`src/inc/alarm_pkg.sv`:
```
// constants shared by the alarm clear and message control block
package alarm_pkg;
   // message setting encodings
   localparam logic [1:0] MSG_NONE = 2'h0;
   localparam logic [1:0] MSG_ALARM_ONLY = 2'h1;
   localparam logic [1:0] MSG_ALARM_WARN = 2'h2;
   localparam logic [1:0] MSG_FACTORY = MSG_NONE;
   // code width, history depth and the no-alarm code
   localparam int CODE_W = 8;
   localparam int HIST_DEPTH = 10;
   localparam logic [7:0] CODE_NONE = 8'h00;
   // message kinds on the message port
   localparam logic [1:0] KIND_ALARM = 2'h1;
   localparam logic [1:0] KIND_WARN = 2'h2;
endpackage

```
`src/design/alarm_clear_and_message_ctrl.sv`:
```
// alarm status clear handling and automatic alarm/warning message control
`timescale 1ns/1ps
// Operation
// [RULE1] a clear command drops the system alarm and returns to full operation if no cause remains.
// [RULE2] an alarm caused only by the driver alarm ends as soon as the driver alarm ends.
// [RULE3] a non-driver alarm present with a driver alarm keeps the system alarm after the driver alarm ends.
// [RULE4] a cause still present after a clear puts the device back into the alarm state.
// [RULE5] non-clearable alarms stay asserted through a clear command.
// [RULE6] after a successful clear the current code reads zero while the history is kept.
// [RULE7] the message setting is 0 for none (factory), 1 for alarms only, 2 for alarms and warnings.
// [RULE8] a newly written message setting governs messages at once.
// [RULE9] at power-up the message setting is restored from the saved value and unsaved changes are lost.
// [RULE10] with no saved value the factory default is loaded at power-up.
// [RULE11] each automatic message goes out once when its condition is first detected; of causes rising together at most one is reported, other alarm first.
module alarm_clear_and_message_ctrl
   import alarm_pkg::*;
(
   input wire logic clk_sys,
   input wire logic resetn,
   // command strobes from the text command interpreter
   input wire logic clear_alarm_command,
   input wire logic set_message_command,
   input wire logic [1:0] set_message_value,
   input wire logic save_parameters_command,
   // nonvolatile store image presented at power-up
   input wire logic nv_valid,
   input wire logic [1:0] nv_message_value,
   // alarm sources
   input wire logic driver_alarm,
   input wire logic other_alarm,
   input wire logic [7:0] other_alarm_code,
   input wire logic other_alarm_clearable,
   input wire logic [7:0] driver_alarm_code,
   input wire logic warning,
   input wire logic [7:0] warning_code,
   // outputs
   output logic system_alarm,
   output logic full_operation,
   output logic [7:0] current_alarm_code,
   output logic [7:0] history_newest,
   output logic [1:0] alarm_message_setting,
   output logic nv_write,
   output logic [1:0] nv_write_value,
   output logic msg_valid,
   output logic [1:0] msg_kind,
   output logic [7:0] msg_code
);
   import alarm_pkg::*;

   // ***********************************************
   // reset release
   // ***********************************************
   logic rst_meta;
   logic rst_n;
   // two-stage release so deassertion is clean against clk_sys
   always_ff @(posedge clk_sys or negedge resetn) begin
      if (!resetn) begin
         rst_meta <= 1'b0;
         rst_n <= 1'b0;
      end else begin
         rst_meta <= 1'b1;
         rst_n <= rst_meta;
      end
   end

   // ***********************************************
   // alarm status
   // ***********************************************
   logic other_latched;
   logic other_fixed;
   logic prev_other;
   logic prev_driver;
   logic [7:0] hist [HIST_DEPTH];
   logic other_rise;
   logic driver_rise;

   assign other_rise = other_alarm & ~prev_other;
   assign driver_rise = driver_alarm & ~prev_driver;

   // edge history of the raw causes
   always_ff @(posedge clk_sys or negedge rst_n) begin
      if (!rst_n) begin
         prev_other <= 1'b0;
         prev_driver <= 1'b0;
      end else begin
         prev_other <= other_alarm;
         prev_driver <= driver_alarm;
      end
   end

   // non-driver alarms latch until cleared; set wins over clear
   always_ff @(posedge clk_sys or negedge rst_n) begin
      if (!rst_n) begin
         other_latched <= 1'b0;
         other_fixed <= 1'b0;
      end else if (other_alarm) begin
         other_latched <= 1'b1; // RULE4
         other_fixed <= other_fixed | ~other_alarm_clearable;
      end else if (clear_alarm_command && !other_fixed) begin // RULE5
         other_latched <= 1'b0; // RULE1
      end
      // non-clearable alarm ignores the clear until reset
   end

   // driver alarm follows the driver directly; latched others hold it RULE2 RULE3
   always_ff @(posedge clk_sys or negedge rst_n) begin
      if (!rst_n) begin
         system_alarm <= 1'b0;
         full_operation <= 1'b1;
      end else begin
         system_alarm <= driver_alarm | other_latched | other_alarm; // RULE2 RULE3
         full_operation <= ~(driver_alarm | other_latched | other_alarm); // RULE1
      end
   end

   // current code and history; a clear zeroes only the current code
   always_ff @(posedge clk_sys or negedge rst_n) begin
      if (!rst_n) begin
         current_alarm_code <= CODE_NONE;
         for (int i = 0; i < HIST_DEPTH; i++) begin
            hist[i] <= CODE_NONE;
         end
      end else if (other_rise || driver_rise) begin
         current_alarm_code <= other_rise ? other_alarm_code : driver_alarm_code;
         hist[0] <= other_rise ? other_alarm_code : driver_alarm_code;
         for (int i = 1; i < HIST_DEPTH; i++) begin
            hist[i] <= hist[i-1];
         end
      end else if (!driver_alarm && !other_latched && !other_alarm && system_alarm) begin
         current_alarm_code <= CODE_NONE; // RULE6
      end else if (clear_alarm_command && !other_fixed && !other_alarm && !driver_alarm) begin
         current_alarm_code <= CODE_NONE; // RULE6
      end
   end

   always_ff @(posedge clk_sys or negedge rst_n) begin
      if (!rst_n) begin
         history_newest <= CODE_NONE;
      end else begin
         history_newest <= hist[0];
      end
   end

   // ***********************************************
   // message setting
   // ***********************************************
   logic loaded;
   logic [1:0] saved;
   // the saved image is caught once after reset release, never under reset
   always_ff @(posedge clk_sys or negedge rst_n) begin
      if (!rst_n) begin
         loaded <= 1'b0;
         alarm_message_setting <= MSG_FACTORY; // RULE10
         saved <= MSG_FACTORY;
      end else if (!loaded) begin
         loaded <= 1'b1;
         alarm_message_setting <= nv_valid ? nv_message_value : MSG_FACTORY; // RULE9 RULE10
         saved <= nv_valid ? nv_message_value : MSG_FACTORY;
      end else if (set_message_command && set_message_value <= MSG_ALARM_WARN) begin
         alarm_message_setting <= set_message_value; // RULE7 RULE8
      end else if (save_parameters_command) begin
         saved <= alarm_message_setting;
      end
   end

   // save request to the nonvolatile store
   always_ff @(posedge clk_sys or negedge rst_n) begin
      if (!rst_n) begin
         nv_write <= 1'b0;
         nv_write_value <= MSG_FACTORY;
      end else begin
         nv_write <= loaded & save_parameters_command & ~set_message_command;
         nv_write_value <= alarm_message_setting;
      end
   end

   // ***********************************************
   // automatic messages
   // ***********************************************
   logic prev_warn;
   logic warn_rise;
   assign warn_rise = warning & ~prev_warn;

   always_ff @(posedge clk_sys or negedge rst_n) begin
      if (!rst_n) begin
         prev_warn <= 1'b0;
      end else begin
         prev_warn <= warning;
      end
   end

   // one message per new detection; alarms take priority over warnings
   // limitation: a warning rising in the same cycle as an alarm is not reported
   always_ff @(posedge clk_sys or negedge rst_n) begin
      if (!rst_n) begin
         msg_valid <= 1'b0;
         msg_kind <= KIND_ALARM;
         msg_code <= CODE_NONE;
      end else begin
         msg_valid <= 1'b0;
         if ((other_rise || driver_rise) && alarm_message_setting != MSG_NONE) begin
            msg_valid <= 1'b1; // RULE11 RULE8
            msg_kind <= KIND_ALARM;
            msg_code <= other_rise ? other_alarm_code : driver_alarm_code;
         end else if (warn_rise && alarm_message_setting == MSG_ALARM_WARN) begin
            msg_valid <= 1'b1; // RULE11 RULE7
            msg_kind <= KIND_WARN;
            msg_code <= warning_code;
         end
      end
   end
endmodule

```
`config.mk`:
```
export PLATFORM = sky130hd
export DESIGN_NAME = alarm_clear_and_message_ctrl
export DESIGN_NICKNAME = d
export VERILOG_FILES = /design/src/inc/alarm_pkg.sv /design/src/design/alarm_clear_and_message_ctrl.sv
export SDC_FILE = /design/constraint.sdc
export NUM_CORES = 1
export LEC_CHECK = 0
export BUFFER_PORTS_ARGS = -buffer_cell sky130_fd_sc_hd__buf_2
export CAP_MARGIN = 30
export CORE_MARGIN = 3
export CORE_UTILIZATION = 52
export CTS_CLUSTER_SIZE = 25
export DETAILED_ROUTE_END_ITERATION = 12
export MAX_ROUTING_LAYER = met4
export PLACE_DENSITY = 0.84
export SYNTH_ARGS = -nofsm -noshare
export SYNTH_HDL_FRONTEND = slang
export SYNTH_SLANG_ARGS = --single-unit
```
`constraint.sdc`:
```
create_clock -name clk_sys -period 3.3 [get_ports clk_sys]
set_clock_uncertainty 0.2 [all_clocks]
set_input_delay 0.495 -clock clk_sys [delete_from_list [all_inputs] [get_ports clk_sys]]
set_output_delay 0.495 -clock clk_sys [all_outputs]
set_load 0.01 [all_outputs]
```
==> metrics.cfg <==
[outcome]
status=completed

[timing]
fmax_mhz=491
final_max_slew_viol_count=0
setup_viol=0
period_share=0.617
worstMarginPinSlew_ps=667
final.setup.tns_ps=0
rsz0062_at_grt=no
fin_ws_ps=1270
period_minus_slack_ps=2030
relSlewSlack=0.555
finalHoldViolCount=0

[die]
initial_utilization=0.557
io_pins=72
dieArea_um2=4480
fp.dieW_um=67.0
core_um2=3470
num_rows=21
dieHeight_um=67.0

[clock_network]
ctsLongestPathBuffers=2
tritoncts=done
cts-root-buf=clkbuf_8
cts_buffers=5
path_clk_slew_ps=80
htree_levels=2
post_cts_resized=0
clock_latency_ps=300
clock_sinks=50

[worst_setup_path]
path_max_fanout=11
setup.worst_path.class=flop to flop
worstPathRequired_ps=3330
crit_path_start_kind=flop
r2r_cells=4
arrival_ps=2060
endpoint_kind=flop

[route]
vias=1337
viasPerCell=5.01
drtIter0Drc=84
drtAntennaViolNets=0
wl_per_cell_um=14.5
drc=0
drt_pass1_iterations=4
postRouteWirelength_mm=3.88

[grt]
grt_usage=0.198
grt_pass1_vias=1337
grt_overflow=0
grt_max_degree=39
grt_first_pass_wirelength_mm=6.18
antenna_found_initial=0

[synth]
syn_area_um2=1930
synth.avg_cell_area_um2=13.6
synth_seq_cells=50
yosysSeqAreaShare=0.649
yosysWarnings=0
syn_inst=142
ys_types=25

[finish]
layout.nets=258
final_cells=267
drive_above_1_share=0.407
syn2layout_area_growth_pct=26.7
antennaDiodeCount=0
final_util=0.706

[place]
dp_cells=257
portBuffers=71
pre_cts_ws_ps=1070
place.gp.congestion=0.715
dp_hpwl_mm=2.87

[run]
drv_cap=0

[power]
finalPower_mw=1.38
peakVddDrop_mv=0.364
power_density_nw_per_um2=564
p_leak_nw=1.25

[worst_hold_path]
min_path_type=flop to async pin

where the power goes:
part	switching (mW)	internal, mW	total [mW]
Combinational	0.148	0.128	0.276
Sequential	0.0416	0.704	0.745
Clock	0.190	0.169	0.359
per-layer routing:
| layer | vias up | share of wire | track usage | routed length (um) |
|---|---|---|---|---|
| li1 | 644 | - | - | - |
| met2 | 45 | 0.49 | 0.312 | 1900 |
| met3 | 10 | 0.067 | 0.0506 | 261 |
| met4 | 0 | 0.024 | 0.0987 | 95 |
| met5 | - | 0 | - | 0 |
| met1 | 638 | 0.42 | 0.237 | 1620 |
flip-flops by register name, indices dropped and copies added, names as in the netlist:
name and count:
current_alarm_code 8, hist 8, history_newest 8, msg_code 8, alarm_message_setting 2, msg_kind 2
nv_write_value 2, full_operation 1, loaded 1, msg_valid 1, nv_write 1, other_fixed 1
other_latched 1, prev_driver 1, prev_other 1, prev_warn 1, rst_meta 1, rst_n 1
system_alarm 1
cells in the final DEF, fill, tap and decap left out:
master	synthesis	final
a211oi_2	1	1
a21boi_0	1	1
a21o_1	2	2
a21oi_1	1	1
a22o_1	2	2
and2_1	1	1
and4bb_2	1	1
buf_12	0	1
buf_2	2	71
buf_4	2	2
clkbuf_1	0	1
clkbuf_8	0	6
clkinv_2	0	1
conb_1	1	2
dfrtp_1	48	47
dfrtp_2	0	1
dfstp_2	2	2
dlygate4sd3_1	0	2
inv_1	11	11
mux2_2	2	2
mux2i_1	32	32
nand2_1	2	2
nand2_2	1	1
nand2b_1	4	4
nand3_1	8	8
nor2_1	4	4
nor2b_1	1	1
nor3_1	1	1
o22ai_1	9	9
or2_2	1	1
final timing paths:
kind / slack [ps] / end / from
setup / recovery: 1270 / msg_code[6] / prev_driver
hold / removal: 50 / full_operation / rst_n
setup reg to reg: 1270 / msg_code[6] / prev_driver
hold reg to reg: 50 / full_operation / rst_n
max in group asynchronous: 2030 / history_newest[2] / rst_n
min in group clk_sys: 110 / prev_warn / warning
per-stage QoR:
| step | hold WS (ps) | instance area [um^2] |
|---|---|---|
| finish | 45.1 | 2450 |
| global route | 65.0 | 2450 |
| CTS | 42.5 | 2450 |
| detailed placement | -61.5 | 2340 |
| global placement | 81.2 | 2320 |
| floorplan | -0.591 | 1940 |
layout make-up:
| type | count | area [um^2] |
|---|---|---|
| inverter | 11 | 41.3 |
| sequential | 50 | 1250 |
| fill | 285 | 1020 |
| clock inverter | 1 | 5.00 |
| tap | 46 | 57.6 |
| timing repair buffer | 76 | 410 |
| clock buffer | 7 | 86.3 |
| multi-input combinational | 76 | 594 |
kinds of logic (layout without fill, tap and decap cells):
group                  after synthesis  after routing  synth area share
other                                1              2           0.00194
multiplexers                        34             34             0.177
AND/OR/NAND/NOR                     24             24            0.0673
AO/OA/AOI/OAI                       16             16            0.0589
buffers and inverters               17             95            0.0460
flip-flops                          50             50             0.649
timing repair:
item,CTS,global route
hold buffers,2,0
buffers inserted,0,0
endpoints found under the hold margin,11,0
Yosys cell counts:
library cell | number | area, um^2
and2_1 | 1 | 6.26
inv_1 | 11 | 41.3
nor2b_1 | 1 | 6.26
buf_4 | 2 | 15.0
nor3_1 | 1 | 5.00
mux2i_1 | 32 | 320
a21o_1 | 2 | 15.0
a211oi_2 | 1 | 12.5
nand2_1 | 2 | 7.51
a22o_1 | 2 | 17.5
a21oi_1 | 1 | 5.00
nor2_1 | 4 | 15.0
dfrtp_1 | 48 | 1200
buf_6 | 2 | 22.5
conb_1 | 1 | 3.75
a21boi_0 | 1 | 7.51
and4bb_2 | 1 | 12.5
buf_2 | 2 | 10.0
nand3_1 | 8 | 40.0
mux2_2 | 2 | 22.5
nand2b_1 | 4 | 25.0
o22ai_1 | 9 | 56.3
dfstp_2 | 2 | 52.6
or2_2 | 1 | 6.26
nand2_2 | 1 | 6.26
worst max-delay path: stages, from the launching register on:
cell,delay (ps)
dfrtp_1,360
nand2b_1,300
a21oi_1,630
buf_4,280
mux2i_1,190
(Power assumes the default switching activity.)
